==> src/rtl/ppc_consts.vh <==
// Overview of operation
// - low bit zero: word is interrupt vector
// - low four bits ones: mode selection word
// - bit control mode: next word sets directions
// - direction bit one input, zero output
// - low nibble 0111: interrupt control word
// - bit control interrupts from input levels
// - bit six chooses and or or
// - bit five chooses active level
// - bit four: next word is mask
// - control word bit four clears pending
// - enable waits for machine cycle one strobe
// - mask bit one excludes the line
// - low nibble 0011: enable word only
// - two identical ports a and b, a ahead of b in interrupt priority
// - reset: input mode, interrupts disabled
// - strobe with request: acknowledge, drive vector
// - fetch cycles watched for return opcode
// - port a data 0, command 1
`ifndef PPC_CONSTS_VH
`define PPC_CONSTS_VH
`define PPC_ADDR_A_DATA 4'h0
`define PPC_ADDR_A_CMD 4'h1
`define PPC_ADDR_B_DATA 4'h2
`define PPC_ADDR_B_CMD 4'h3
`define PPC_MODE_OUT 2'h0
`define PPC_MODE_IN 2'h1
`define PPC_MODE_BIDIR 2'h2
`define PPC_MODE_BIT 2'h3
`define PPC_MODE_MSB 7
`define PPC_MODE_LSB 6
`define PPC_ICW_FUNC_BIT 6
`define PPC_ICW_LEVEL_BIT 5
`define PPC_ICW_MASK_BIT 4
`define PPC_ICW_ENABLE_BIT 7
`define PPC_ICW_CODE 4'h7
`define PPC_IEN_CODE 4'h3
`define PPC_MODE_CODE 3'h7
`define PPC_RESET_MODE 2'h1
`define PPC_RESET_DIR 8'hFF
`define PPC_RESET_MASK 8'h00
`define PPC_OPC_PREFIX 8'hED
`define PPC_OPC_RETURN 8'h4D
`endif

==> src/rtl/ppc_port.v <==
`timescale 1ns/1ns
`include "ppc_consts.vh"
module ppc_port
(
   input wire clock_i,
   input wire rst_i,
   input wire cmd_wr_i,
   input wire [7:0] cmd_data_i,
   input wire data_wr_i,
   input wire cycle_one_i,
   input wire ack_i,
   input wire ret_done_i,
   input wire [7:0] pins_i,
   output reg [7:0] vector_o,
   output reg [1:0] mode_o,
   output reg [7:0] dir_o,
   output reg [7:0] out_o,
   output reg int_req_o,
   output reg in_service_o
);
   // ----------------------------------------
   // command decode state
   // ----------------------------------------
   localparam ST_IDLE = 2'h0;
   localparam ST_DIR = 2'h1;
   localparam ST_MASK = 2'h2;
   reg [1:0] state_reg;
   reg func_and_reg;
   reg level_high_reg;
   reg [7:0] mask_reg;
   reg enable_reg;
   reg armed_reg;
   reg pending_reg;
   reg cond_prev_reg;
   wire [7:0] active_lines;
   wire cond_and;
   wire cond_or;
   wire cond_now;
   // ----------------------------------------
   // interrupt condition
   // ----------------------------------------
   assign active_lines = (level_high_reg ? pins_i : ~pins_i) & dir_o & ~mask_reg;
   // and form needs every unmasked input line active, and at least one such line
   assign cond_and = ((active_lines | mask_reg | ~dir_o) == 8'hFF) && ((dir_o & ~mask_reg) != 8'h00);
   assign cond_or = |active_lines;
   assign cond_now = (mode_o == `PPC_MODE_BIT) && (func_and_reg ? cond_and : cond_or);
   always @(posedge clock_i)
   begin
      if (rst_i)
      begin
         state_reg <= ST_IDLE;
         vector_o <= 8'h00;
         mode_o <= `PPC_RESET_MODE;
         dir_o <= `PPC_RESET_DIR;
         out_o <= 8'h00;
         func_and_reg <= 1'b0;
         level_high_reg <= 1'b0;
         mask_reg <= `PPC_RESET_MASK;
         enable_reg <= 1'b0;
         armed_reg <= 1'b0;
         pending_reg <= 1'b0;
         cond_prev_reg <= 1'b0;
         int_req_o <= 1'b0;
         in_service_o <= 1'b0;
      end
      else
      begin
         cond_prev_reg <= cond_now;
         if (data_wr_i)
            out_o <= cmd_data_i;
         if (cmd_wr_i)
         begin
            case (state_reg)
               ST_DIR:
               begin
                  dir_o <= cmd_data_i;
                  state_reg <= ST_IDLE;
               end
               ST_MASK:
               begin
                  mask_reg <= cmd_data_i;
                  state_reg <= ST_IDLE;
               end
               default:
               begin
                  if (!cmd_data_i[0])
                     vector_o <= {cmd_data_i[7:1], 1'b0};
                  else if (cmd_data_i[3:0] == `PPC_ICW_CODE)
                  begin
                     func_and_reg <= cmd_data_i[`PPC_ICW_FUNC_BIT];
                     level_high_reg <= cmd_data_i[`PPC_ICW_LEVEL_BIT];
                     enable_reg <= cmd_data_i[`PPC_ICW_ENABLE_BIT];
                     armed_reg <= 1'b0;
                     if (cmd_data_i[`PPC_ICW_MASK_BIT])
                        state_reg <= ST_MASK;
                  end
                  else if (cmd_data_i[3:0] == `PPC_IEN_CODE)
                  begin
                     enable_reg <= cmd_data_i[`PPC_ICW_ENABLE_BIT];
                     armed_reg <= 1'b0;
                  end
                  else if (cmd_data_i[2:0] == `PPC_MODE_CODE)
                  begin
                     mode_o <= cmd_data_i[`PPC_MODE_MSB:`PPC_MODE_LSB];
                     if (cmd_data_i[`PPC_MODE_MSB:`PPC_MODE_LSB] == `PPC_MODE_BIT)
                        state_reg <= ST_DIR;
                     else if (cmd_data_i[`PPC_MODE_MSB:`PPC_MODE_LSB] == `PPC_MODE_OUT)
                        dir_o <= 8'h00;
                     else
                        dir_o <= `PPC_RESET_DIR;
                  end
               end
            endcase
         end
         else if (cycle_one_i && enable_reg)
            armed_reg <= 1'b1;
         // a new condition edge sets pending; set wins over the clear
         if (cond_now && !cond_prev_reg && enable_reg && armed_reg)
            pending_reg <= 1'b1;
         else if (cmd_wr_i && state_reg == ST_IDLE && cmd_data_i[3:0] == `PPC_ICW_CODE
                  && cmd_data_i[`PPC_ICW_MASK_BIT])
            pending_reg <= 1'b0;
         else if (ack_i && int_req_o)
            pending_reg <= 1'b0;
         if (ack_i && int_req_o)
            in_service_o <= 1'b1;
         else if (ret_done_i)
            in_service_o <= 1'b0;
         int_req_o <= pending_reg && enable_reg && armed_reg && !(ack_i && int_req_o);
      end
   end
endmodule // ppc_port

==> src/rtl/ppc_top.v <==
`timescale 1ns/1ns
`include "ppc_consts.vh"
module ppc_top
(
   input wire clock_i,
   input wire rst_i,
   input wire cs_n_i,
   input wire io_request_strobe_n_i,
   input wire rd_n_i,
   input wire machine_cycle_one_strobe_n_i,
   input wire [3:0] register_select_lines_i,
   input wire [7:0] data_i,
   output reg [7:0] data_o,
   output reg data_oe_o,
   input wire [7:0] port_a_i,
   output reg [7:0] port_a_o,
   output reg [7:0] port_a_oe_o,
   input wire [7:0] port_b_i,
   output reg [7:0] port_b_o,
   output reg [7:0] port_b_oe_o,
   output reg int_n_o
);
   // ----------------------------------------
   // bus decode
   // ----------------------------------------
   // strobes are level inputs; an access counts once, on its first cycle
   reg access_prev_reg;
   reg ack_prev_reg;
   reg fetch_prev_reg;
   reg prefix_seen_reg;
   wire sel_access;
   wire access_start;
   wire ack_now;
   wire ack_start;
   wire fetch_now;
   wire fetch_start;
   wire wr_cyc;
   wire a_cmd_wr;
   wire b_cmd_wr;
   wire a_data_wr;
   wire b_data_wr;
   wire ret_seen;
   wire [7:0] vec_a;
   wire [7:0] vec_b;
   wire [1:0] mode_a;
   wire [1:0] mode_b;
   wire [7:0] dir_a;
   wire [7:0] dir_b;
   wire [7:0] out_a;
   wire [7:0] out_b;
   wire req_a;
   wire req_b;
   wire svc_a;
   wire svc_b;
   assign sel_access = !cs_n_i && !io_request_strobe_n_i && machine_cycle_one_strobe_n_i;
   assign access_start = sel_access && !access_prev_reg;
   assign wr_cyc = access_start && rd_n_i;
   assign a_cmd_wr = wr_cyc && register_select_lines_i == `PPC_ADDR_A_CMD;
   assign b_cmd_wr = wr_cyc && register_select_lines_i == `PPC_ADDR_B_CMD;
   assign a_data_wr = wr_cyc && register_select_lines_i == `PPC_ADDR_A_DATA;
   assign b_data_wr = wr_cyc && register_select_lines_i == `PPC_ADDR_B_DATA;
   assign ack_now = !machine_cycle_one_strobe_n_i && !io_request_strobe_n_i;
   assign ack_start = ack_now && !ack_prev_reg;
   assign fetch_now = !machine_cycle_one_strobe_n_i && !rd_n_i && io_request_strobe_n_i;
   assign fetch_start = fetch_now && !fetch_prev_reg;
   assign ret_seen = fetch_start && prefix_seen_reg && data_i == `PPC_OPC_RETURN;
   // input lines read the pins, output lines the latch
   function [7:0] read_value;
      input [7:0] pins;
      input [7:0] latch;
      input [7:0] dir;
      begin
         read_value = (pins & dir) | (latch & ~dir);
      end
   endfunction
   // ----------------------------------------
   // two identical ports
   // ----------------------------------------
   ppc_port u_port_a
   (
      .clock_i(clock_i),
      .rst_i(rst_i),
      .cmd_wr_i(a_cmd_wr),
      .cmd_data_i(data_i),
      .data_wr_i(a_data_wr),
      .cycle_one_i(!machine_cycle_one_strobe_n_i),
      .ack_i(ack_start),
      .ret_done_i(ret_seen && svc_a),
      .pins_i(port_a_i),
      .vector_o(vec_a),
      .mode_o(mode_a),
      .dir_o(dir_a),
      .out_o(out_a),
      .int_req_o(req_a),
      .in_service_o(svc_a)
   );
   // b sees acknowledge only when a is not asking: a has priority
   ppc_port u_port_b
   (
      .clock_i(clock_i),
      .rst_i(rst_i),
      .cmd_wr_i(b_cmd_wr),
      .cmd_data_i(data_i),
      .data_wr_i(b_data_wr),
      .cycle_one_i(!machine_cycle_one_strobe_n_i),
      .ack_i(ack_start && !req_a),
      .ret_done_i(ret_seen && svc_b && !svc_a),
      .pins_i(port_b_i),
      .vector_o(vec_b),
      .mode_o(mode_b),
      .dir_o(dir_b),
      .out_o(out_b),
      .int_req_o(req_b),
      .in_service_o(svc_b)
   );
   // ----------------------------------------
   // bus answers and pins
   // ----------------------------------------
   always @(posedge clock_i)
   begin
      if (rst_i)
      begin
         access_prev_reg <= 1'b0;
         ack_prev_reg <= 1'b0;
         fetch_prev_reg <= 1'b0;
         prefix_seen_reg <= 1'b0;
         data_o <= 8'h00;
         data_oe_o <= 1'b0;
         port_a_o <= 8'h00;
         port_a_oe_o <= 8'h00;
         port_b_o <= 8'h00;
         port_b_oe_o <= 8'h00;
         int_n_o <= 1'b1;
      end
      else
      begin
         access_prev_reg <= sel_access;
         ack_prev_reg <= ack_now;
         fetch_prev_reg <= fetch_now;
         if (fetch_start)
            prefix_seen_reg <= (data_i == `PPC_OPC_PREFIX);
         port_a_o <= out_a;
         port_a_oe_o <= ~dir_a;
         port_b_o <= out_b;
         port_b_oe_o <= ~dir_b;
         // in-service port blocks its own and the lower request
         int_n_o <= !((req_a && !svc_a) || (req_b && !svc_a && !svc_b));
         if (ack_start && req_a)
         begin
            data_o <= {vec_a[7:1], 1'b0};
            data_oe_o <= 1'b1;
         end
         else if (ack_start && req_b)
         begin
            data_o <= {vec_b[7:1], 1'b0};
            data_oe_o <= 1'b1;
         end
         else if (access_start && !rd_n_i && register_select_lines_i == `PPC_ADDR_A_DATA)
         begin
            data_o <= read_value(port_a_i, out_a, dir_a);
            data_oe_o <= 1'b1;
         end
         else if (access_start && !rd_n_i && register_select_lines_i == `PPC_ADDR_B_DATA)
         begin
            data_o <= read_value(port_b_i, out_b, dir_b);
            data_oe_o <= 1'b1;
         end
         else if (!sel_access && !ack_now)
            data_oe_o <= 1'b0;
      end
   end
endmodule // ppc_top

==> config.mk <==
export PLATFORM = sky130hd
export DESIGN_NAME = ppc_top
export DESIGN_NICKNAME = d
export VERILOG_FILES = /design/src/rtl/ppc_port.v /design/src/rtl/ppc_top.v
export VERILOG_INCLUDE_DIRS = /design/src /design/src/rtl
export SDC_FILE = /design/constraint.sdc
export NUM_CORES = 1
export LEC_CHECK = 0
export BUFFER_PORTS_ARGS = -buffer_cell sky130_fd_sc_hd__buf_2
export CAP_MARGIN = 20
export CORE_ASPECT_RATIO = 0.9
export CORE_MARGIN = 3
export CORE_UTILIZATION = 28
export CTS_BUF_LIST = sky130_fd_sc_hd__clkbuf_4 sky130_fd_sc_hd__clkbuf_8 sky130_fd_sc_hd__clkbuf_16
export CTS_CLUSTER_DIAMETER = 80
export CTS_CLUSTER_SIZE = 20
export DETAILED_ROUTE_END_ITERATION = 10
export SETUP_SLACK_MARGIN = 0.2
export SLEW_MARGIN = 20
export SYNTH_ARGS = -nofsm -noshare
export SYNTH_HDL_FRONTEND = slang
export SYNTH_SLANG_ARGS = --single-unit
==> constraint.sdc <==
create_clock -name clock_i -period 2.7 [get_ports clock_i]
set_clock_uncertainty 0.2 [all_clocks]
set_input_delay 0.135 -clock clock_i [delete_from_list [all_inputs] [get_ports clock_i]]
set_output_delay 0.135 -clock clock_i [all_outputs]
set_load 0.03 [all_outputs]
# Yosys cells after proc, flatten, opt, wreduce, memory -nomap -nowiden
# Index checks and enable logic that the tools add are counted.
# Widths: inputs -> output; s select.
[totals] regBits=132 input_bits=34 out_inout_bits=42
[op_classes] eq_ne=33 muxes=50 bitwise_logic=29 reduce_logical=118
[op_table] operator="$mux 8" n=12
[op_table] operator="$and 8x8->8" n=10
[op_table] operator="$logic_and 1x1->1" n=53
[op_table] operator="$not 8->8" n=6
[op_table] operator="$or 8x8->8" n=6
[op_table] operator="$pmux 8 s2" n=2
[op_table] operator="$mux 1" n=28
[op_table] operator="$eq 8x8->1 const B" n=3
[op_table] operator="$reduce_and 4->1" n=6
[op_table] operator="$reduce_and 6->1" n=4
[op_table] operator="$reduce_bool 2->1" n=12
[op_table] operator="$reduce_bool 3->1" n=6
[op_table] operator="$logic_not 1->1" n=17
[op_table] operator="$mux 2" n=8
[op_table] operator="$reduce_bool 8->1" n=2
[op_table] operator="$reduce_or 8->1" n=2
[op_table] operator="$ne 2x2->1 const B" n=7
[op_table] operator="$reduce_and 7->1" n=2
[op_table] operator="$eq 4x2->1 const B" n=3
[op_table] operator="$ne 3x3->1 const B" n=4
[op_table] operator="$eq 2x2->1 const B" n=5
[op_table] operator="$eq 8x7->1 const B" n=1
[op_table] operator="$not 1->1" n=7
[op_table] operator="$logic_not 2->1" n=3
[op_table] operator="other kinds (14)" n=21

# Logic depth before layout (Yosys ltp)
# Gate-level depths: netlist of the first run.
[logic_depth] word_depth=14 depth_mapped=9 mapped_depth_nobuf=6

# By module
# From an unflattened synthesis of the first run, not the netlist that was laid out.
[unflattened] hier_cells=684 hier_area_um2=5985.7
[by_module_without_submodules] module="ppc_port" n_inst=2 cells_each=243 area_each_um2=2018.2
[by_module_without_submodules] module="ppc_top" n_inst=1 cells_each=198 area_each_um2=1949.4

# Least setup slack after synthesis of the first run
# OpenSTA, ideal clock, no wires.
[synth_path] path_type="reg2reg" start="register access_prev_reg" end="register u_port_b.dir_o[0]" setup_time_ns=0.120 t_arrival_ns=1.907 slack_ns=0.473 stages_incl_launch_ff=8 path_buffers=2 period_less_slack_ns=2.227 path_cell_list="dfxtp_1 nor3_1 nand4_2 or2_1 or3_1 buf_6 buf_8 a211o_1"
[synth_via] elab_chain_len=5
[synth_lines] item="from (decl)" line="ppc_top.v:27" source="reg access_prev_reg;"
[synth_lines] item="from (signal assigned)" line="ppc_top.v:137" source="access_prev_reg <= sel_access;"
[synth_lines] item="$logic_not 1->1" line="ppc_top.v:56" source="assign access_start = sel_access && !access_prev_reg;"
[synth_lines] item="$logic_and 1x1->1" line="ppc_top.v:56"
[synth_lines] item="$logic_and 1x1->1" line="ppc_top.v:57" source="assign wr_cyc = access_start && rd_n_i;"
[synth_lines] item="$logic_and 1x1->1 (no source line)"
[synth_lines] item="$reduce_and 7->1 (no source line)"
[synth_lines] item="to (signal assigned)" line="ppc_port.v:54" source="dir_o <= `PPC_RESET_DIR;"
[synth_lines] item="to (signal assigned)" line="ppc_port.v:76" source="dir_o <= cmd_data_i;"
[synth_lines] item="to (signal assigned)" line="ppc_port.v:110" source="dir_o <= `PPC_RESET_DIR;"
[synth_lines] item="to (decl)" line="ppc_port.v:16" source="output reg [7:0] dir_o,"
# No other way between the ends.
# A chain may end at the register's enable or synchronous reset.

# Final worst setup path of the first run
[layout_path] start="register access_prev_reg" end="register u_port_b.dir_o[4]"
# The elaborated chain is that of the path after synthesis.

==> results.sh, run 1 <==
export IMPL_hold_viol_final=0
export IMPL_core_area_um2=19500
export IMPL_placed_cell_area_um2=6310
export IMPL_start_util_pct=29.0
export IMPL_cp_max_fo=16
export IMPL_use_met2_pct=23.1
export IMPL_antenna_found_initial=0
export IMPL_cts_made_buffers=17
export IMPL_h_tree_depth=4
export IMPL_rrSetupSlack_ps=380
export IMPL_wire_per_inst_um=16.6
export IMPL_max_slew_worst_pin_slew_ps=602
export IMPL_tritoncts="yes"
export IMPL_dp_cells=950
export IMPL_critical_path_top_delay_family="simple AND/OR/NAND/NOR gates"
export IMPL_grt_usage_pct=15.2
export IMPL_pin_count=76
export IMPL_n_fill_cell=2012
export IMPL_cpMaxStageDelayCell="or3_4"
export IMPL_grt_overflow=0
export IMPL_min_from="data_i[6]"
export IMPL_synth_area_um2=5630
export IMPL_avgSynthCellArea_um2=8.78
export IMPL_worstHoldEndpoint="u_port_a.vector_o[6]$_SDFFE_PP0P_"
export IMPL_setup_tns_ps=0
export IMPL_hold_path_class="in2reg"
export IMPL_dp_hpwl_mm=11.5
export IMPL_ff2ff_path_depth=5
export IMPL_grt_pass1_vias=4634
export IMPL_regToRegEndpoint="u_port_b.dir_o[4]$_SDFFE_PP1P_"
export IMPL_nets=774
export IMPL_vias=4863
export IMPL_cts_sinks=132
export IMPL_yosysTopAreaCellShare_pct=46.9
export IMPL_gp_congestion=0.873
export IMPL_grtUsageMet3_pct=4.14
export IMPL_rows=48
export IMPL_path_cells="nor3_1 > nand4_2 > or2_1 > or3_4 > a211o_1"
export IMPL_drt_iter0_markers=383
export IMPL_synthTopCellsByArea="dfxtp_1 47%, mux2i_1 9.4%, nor2_1 6.4%"
export IMPL_worst_setup_path_start_kind="register"
export IMPL_p_leak_nw=3.02
export IMPL_rsz0062_at_grt="no"
export IMPL_final_cells=997
export IMPL_synth_most_common_cell="dfxtp_1"
export IMPL_holdPathStages=4
export IMPL_maxCapViolCount=0
export IMPL_clockBufferDepth=2
export IMPL_postCtsSetupBuffers=0
export IMPL_grt_pass1_wl_mm=25.7
export IMPL_synthCells=642
export IMPL_design_area_um2=7140
export IMPL_r2r_start="access_prev_reg$_SDFF_PP0_"
export IMPL_portBuffers=75
export IMPL_first_pass_iters=4
export IMPL_wl_mm=16.5
export IMPL_grt_max_degree=52
export IMPL_drv_slew=0
export IMPL_yosys_area_top_type="dfxtp_1"
export IMPL_clk_pin_slew_ps=60
export IMPL_fmax_mhz=431
export IMPL_synth_common_cells="132 x dfxtp_1, 96 x nor2_1, 59 x nand2_1"
export IMPL_grt_busiest_layer="met2"
export IMPL_synth_edf_count=0
export IMPL_worstSetupPathType="reg2reg"
export IMPL_ys_types=44
export IMPL_crit_required_ps=2810
export IMPL_synth_ff_type="dfxtp_1"
export IMPL_drive_gt1_share_pct=17.7
export IMPL_clock_latency_ps=420
export IMPL_relSlewSlack_pct=59.9
export IMPL_fin_crit_ps=2320
export IMPL_async_flop_share_pct=0
export IMPL_antennaDiodeCount=0
export IMPL_antenna_left=0
export IMPL_area_growth_pct=26.7
export IMPL_ys_seq_area_share_pct=46.9
export IMPL_drc=0
export IMPL_crit_buf_inv=0
export IMPL_fin_crit_sh_pct=85.9
export IMPL_die_h_um=141
export IMPL_power_density_nw_per_um2=669
export IMPL_setup_viol=0
export IMPL_viasPerCell=4.88
export IMPL_status="completed"
export IMPL_cp_arrival_ps=2430
export IMPL_end_kind="register"
export IMPL_critical_path_max_stage_delay_ps=470
export IMPL_ys_warn_count=0
export IMPL_syn_nets=682
export IMPL_use_met1_pct=21.0
export IMPL_dieArea_um2=21900
export IMPL_yosys_register_bits=132
export IMPL_cts_root_buffer="clkbuf_16"
export IMPL_ir_drop_v=0.000361
export IMPL_die_w_um=156
[cells in the final DEF (no fill, tap or decap), drive strengths merged, types with 5 or more instances in the layout]
master,n
or3,6
nor3,15
nand4,5
bufinv,5
nor2b,30
buf,92
xor2,6
dlygate4sd3,15
inv,18
nand3,14
nor2,96
nand2,59
and2,5
clkbuf,20
mux2i,53
nand2b,16
a211oi,5
xnor2,8
a211o,16
dfxtp,132
ha,6
nor4,5
o22ai,12
a31oi,5
a21oi,42
a22oi,5
o21ai,22
[per-layer routing]
metal	wire (um)	vias to the layer above	share of wire, %
li1	-	2399	-
met1	7920	2307	48
met2	7310	139	44
met3	990	18	6.0
met4	290	0	1.8
met5	0	-	0
[worst register-to-register path, stage by stage (launching register included)]
cell	delay, ps
dfxtp_1	290
nor3_1	340
nand4_2	270
or2_1	310
or3_4	470
a211o_1	320
[worst max-delay path by stage]
stage	startpoint	endpoint	slack, ps	cells past startpoint
6_report	access_prev_reg$_SDFF_PP0_	u_port_b.dir_o[4]$_SDFFE_PP1P_	380	5
3_3_place_gp	access_prev_reg$_SDFF_PP0_	u_port_b.dir_o[5]$_SDFFE_PP1P_	270	5
5_1_grt	u_port_b.dir_o[3]$_SDFFE_PP1P_	u_port_b.pending_reg$_SDFFE_PP0P_	200	7
2_1_floorplan	access_prev_reg$_SDFF_PP0_	u_port_b.dir_o[0]$_SDFFE_PP1P_	470	7
4_1_cts	access_prev_reg$_SDFF_PP0_	u_port_a.dir_o[6]$_SDFFE_PP1P_	240	5
3_5_place_dp	access_prev_reg$_SDFF_PP0_	u_port_b.dir_o[6]$_SDFFE_PP1P_	250	5
[through the flow]
step	hold slack (ps)	power (mW)	setup WS (ps)	utilization, %
4_1_cts	15.3	4.82	241	36.6
5_1_grt	38.6	4.91	200	36.7
3_5_place_dp	199	2.20	252	32.4
6_report	41.0	4.77	380	36.7
2_1_floorplan	11.8	2.11	473	-
3_3_place_gp	184	2.20	274	32.4
[power breakdown]
part           internal, mW  leakage [nW]  switching, mW
Combinational        0.0795          1.64          0.144
Sequential             1.95          1.06        0.00149
Clock                  1.71         0.319          0.883
Total                  3.74          3.02           1.03
[cells by family (layout without fill, tap and decap cells)]
family	count (synthesis)	count (layout)	share of synthesized area, %
simple gates	263	263	22.3
xor+xnor	14	14	2.18
buf+inv	51	156	3.86
fa+ha+maj	6	6	1.33
flops	132	132	46.9
mux	56	56	10.0
compound gates	120	120	13.4
[what timing repair did]
item                                    in CTS  in global routing
endpoints found under the setup margin       0                 16
gates resized for setup                      0                  2
endpoints found under the hold margin       45                  0
hold buffers                                15                  0
[final cells by class]
cell class	instances	area, um2	share of cell area [%]
multi-input cells	459	2780	39.0
flip-flops and latches	132	2640	37.0
repair buffers	107	668	9.36
clock buffers	20	467	6.54
well taps	250	313	4.38
clock inverters	12	200	2.80
inverters	17	63.8	0.894
Power figures use the tool's default switching activity.
==> run 2: changes to the inputs <==
--- a/config.mk
+++ b/config.mk
@@ -8,7 +8,7 @@
 export LEC_CHECK = 0
 export BUFFER_PORTS_ARGS = -buffer_cell sky130_fd_sc_hd__buf_2
 export CAP_MARGIN = 20
-export CORE_ASPECT_RATIO = 0.9
+export CORE_ASPECT_RATIO = 1.75
 export CORE_MARGIN = 3
 export CORE_UTILIZATION = 28
 export CTS_BUF_LIST = sky130_fd_sc_hd__clkbuf_4 sky130_fd_sc_hd__clkbuf_8 sky130_fd_sc_hd__clkbuf_16
==> results.sh, run 2 (same netlist as run 1, synthesis figures left out) <==
export IMPL_status="finished with violations"
export IMPL_failed_checks="hold timing"
export IMPL_setup_viol=0
export IMPL_gp_congestion=0.892
export IMPL_crit_path_frequent_cell="a2111oi_0"
export IMPL_final_common_cell="dfxtp_1"
export IMPL_drt_iter0_markers=272
export IMPL_relSlewSlack_pct=62.6
export IMPL_nets=777
export IMPL_rsz0062_at_grt="no"
export IMPL_crit_required_ps=2870
export IMPL_portBuffers=75
export IMPL_p_leak_nw=2.99
export IMPL_final_util_pct=35.7
export IMPL_dp_hpwl_mm=12.0
export IMPL_h_tree_depth=4
export IMPL_antennaDiodeCount=0
export IMPL_wl_mm=16.4
export IMPL_pin_count=76
export IMPL_worstSetupPathType="reg2reg"
export IMPL_clock_latency_ps=420
export IMPL_critical_path_max_stage_delay_ps=530
export IMPL_ir_drop_v=0.000320
export IMPL_layout_common_cells="132 x dfxtp_1, 96 x nor2_1, 74 x buf_2"
export IMPL_worst_setup_path_start_kind="register"
export IMPL_end_kind="register"
export IMPL_grt_pass1_wl_mm=25.9
export IMPL_hold_viol_final=1
export IMPL_cp_arrival_ps=2490
export IMPL_grt_pass1_vias=4889
export IMPL_vias=4860
export IMPL_tritoncts="yes"
export IMPL_die_w_um=113
export IMPL_cts_root_buffer="clkbuf_16"
export IMPL_whs_ps=-4.93
export IMPL_cp_max_fo=4
export IMPL_max_slew_worst_pin_slew_ps=545
export IMPL_antenna_found_initial=0
export IMPL_drive_gt1_share_pct=18.0
export IMPL_rows=68
export IMPL_placed_cell_area_um2=6330
export IMPL_fin_crit_sh_pct=85.9
export IMPL_wire_per_inst_um=16.5
export IMPL_viasPerCell=4.88
export IMPL_clockBufferDepth=2
export IMPL_area_growth_pct=25.2
export IMPL_clk_pin_slew_ps=70
export IMPL_cts_sinks=132
export IMPL_hold_path_class="in2reg"
export IMPL_cpMaxStageDelayCell="a2111oi_0"
export IMPL_cts_made_buffers=17
export IMPL_grt_usage_pct=15.2
export IMPL_first_pass_iters=5
export IMPL_drv_slew=0
export IMPL_dieArea_um2=21900
export IMPL_path_cells="nand2b_1 > o221ai_1 > a2111oi_0 > o21ai_0 > a2111oi_0 > buf_4 > a21o_1"
export IMPL_antenna_left=0
export IMPL_fmax_mhz=431
export IMPL_maxCapViolCount=0
export IMPL_drc=0
export IMPL_grt_overflow=0
export IMPL_fin_crit_ps=2320
export IMPL_postCtsSetupBuffers=0
export IMPL_grt_max_degree=49
export IMPL_power_density_nw_per_um2=623
export IMPL_die_h_um=194
export IMPL_setup_tns_ps=0
export IMPL_start_util_pct=28.5
export IMPL_core_area_um2=19700
export IMPL_design_area_um2=7050
run 2: cell types whose count changed in the layout (fill, tap and decap cells not counted):
cell        before  now
clkinv_2         2    1
bufinv_16        5    1
inv_6            1    5
clkbuf_4         0    2
clkinvlp_4       3    5
buf_4           17   20
clkbuf_8         3    0
run 2: path summary, 6_finish.rpt:
check                           depth (start not counted)                         startpoint                           endpoint  slack (ps)
worst min-delay path                                    5       machine_cycle_one_strobe_n_i             data_oe_o$_SDFFE_PP0P_          -5
worst max-delay path                                    7     u_port_b.dir_o[3]$_SDFFE_PP1P_  u_port_b.pending_reg$_SDFFE_PP0P_         380
worst max register to register                          7     u_port_b.dir_o[3]$_SDFFE_PP1P_  u_port_b.pending_reg$_SDFFE_PP0P_         380
worst min register to register                          2  u_port_a.vector_o[1]$_SDFFE_PP0P_  u_port_a.vector_o[1]$_SDFFE_PP0P_         250
run 2: routing by layer:
layer | wire length [um] | part of all wire (%) | GRT usage (%) | vias up
met5 | 0 | 0 | 0 | -
met4 | 911 | 5.6 | 10.1 | 0
met1 | 6140 | 37 | 16.0 | 2260
met2 | 8640 | 53 | 27.1 | 143
li1 | - | - | - | 2415
met3 | 696 | 4.2 | 2.75 | 42
run 2: layout make-up:
type,count,area [um2]
flip-flops and latches,132,2640
inverters,17,63.8
multi-input cells,459,2780
repair buffers,110,691
clock inverters,13,125
clock buffers,19,440
well taps,245,307
fillers,2056,12700
run 2: critical path, delay by kind of cell (launching register included):
family	cells	cell delay, ps
AOI/OAI and AO/OA	5	1330
buffers and inverters	1	200
DFF	1	360
and+or+nand+nor	1	180
run 2: repair_timing:
item,CTS,global route
resized for setup,0,2
endpoints found under the hold margin,44,0
hold buffers,15,0
endpoints found under the setup margin,0,16
run 2: metrics by stage:
step	power, mW	setup WS [ps]	hold WS, ps	std cells
6_report	4.40	380	-4.93	995
5_1_grt	4.53	230	57.3	995
4_1_cts	4.44	246	2.30	995
3_5_place_dp	2.21	266	209	948
3_3_place_gp	2.21	315	206	948
2_1_floorplan	2.11	473	11.8	642
run 2: power by group:
| group | leakage, nW | internal (mW) | total, mW | switching, mW |
|---|---|---|---|---|
| Sequential | 1.06 | 1.95 | 1.95 | 0.00154 |
| Clock | 0.264 | 1.30 | 2.22 | 0.918 |
| Combinational | 1.66 | 0.0813 | 0.226 | 0.145 |
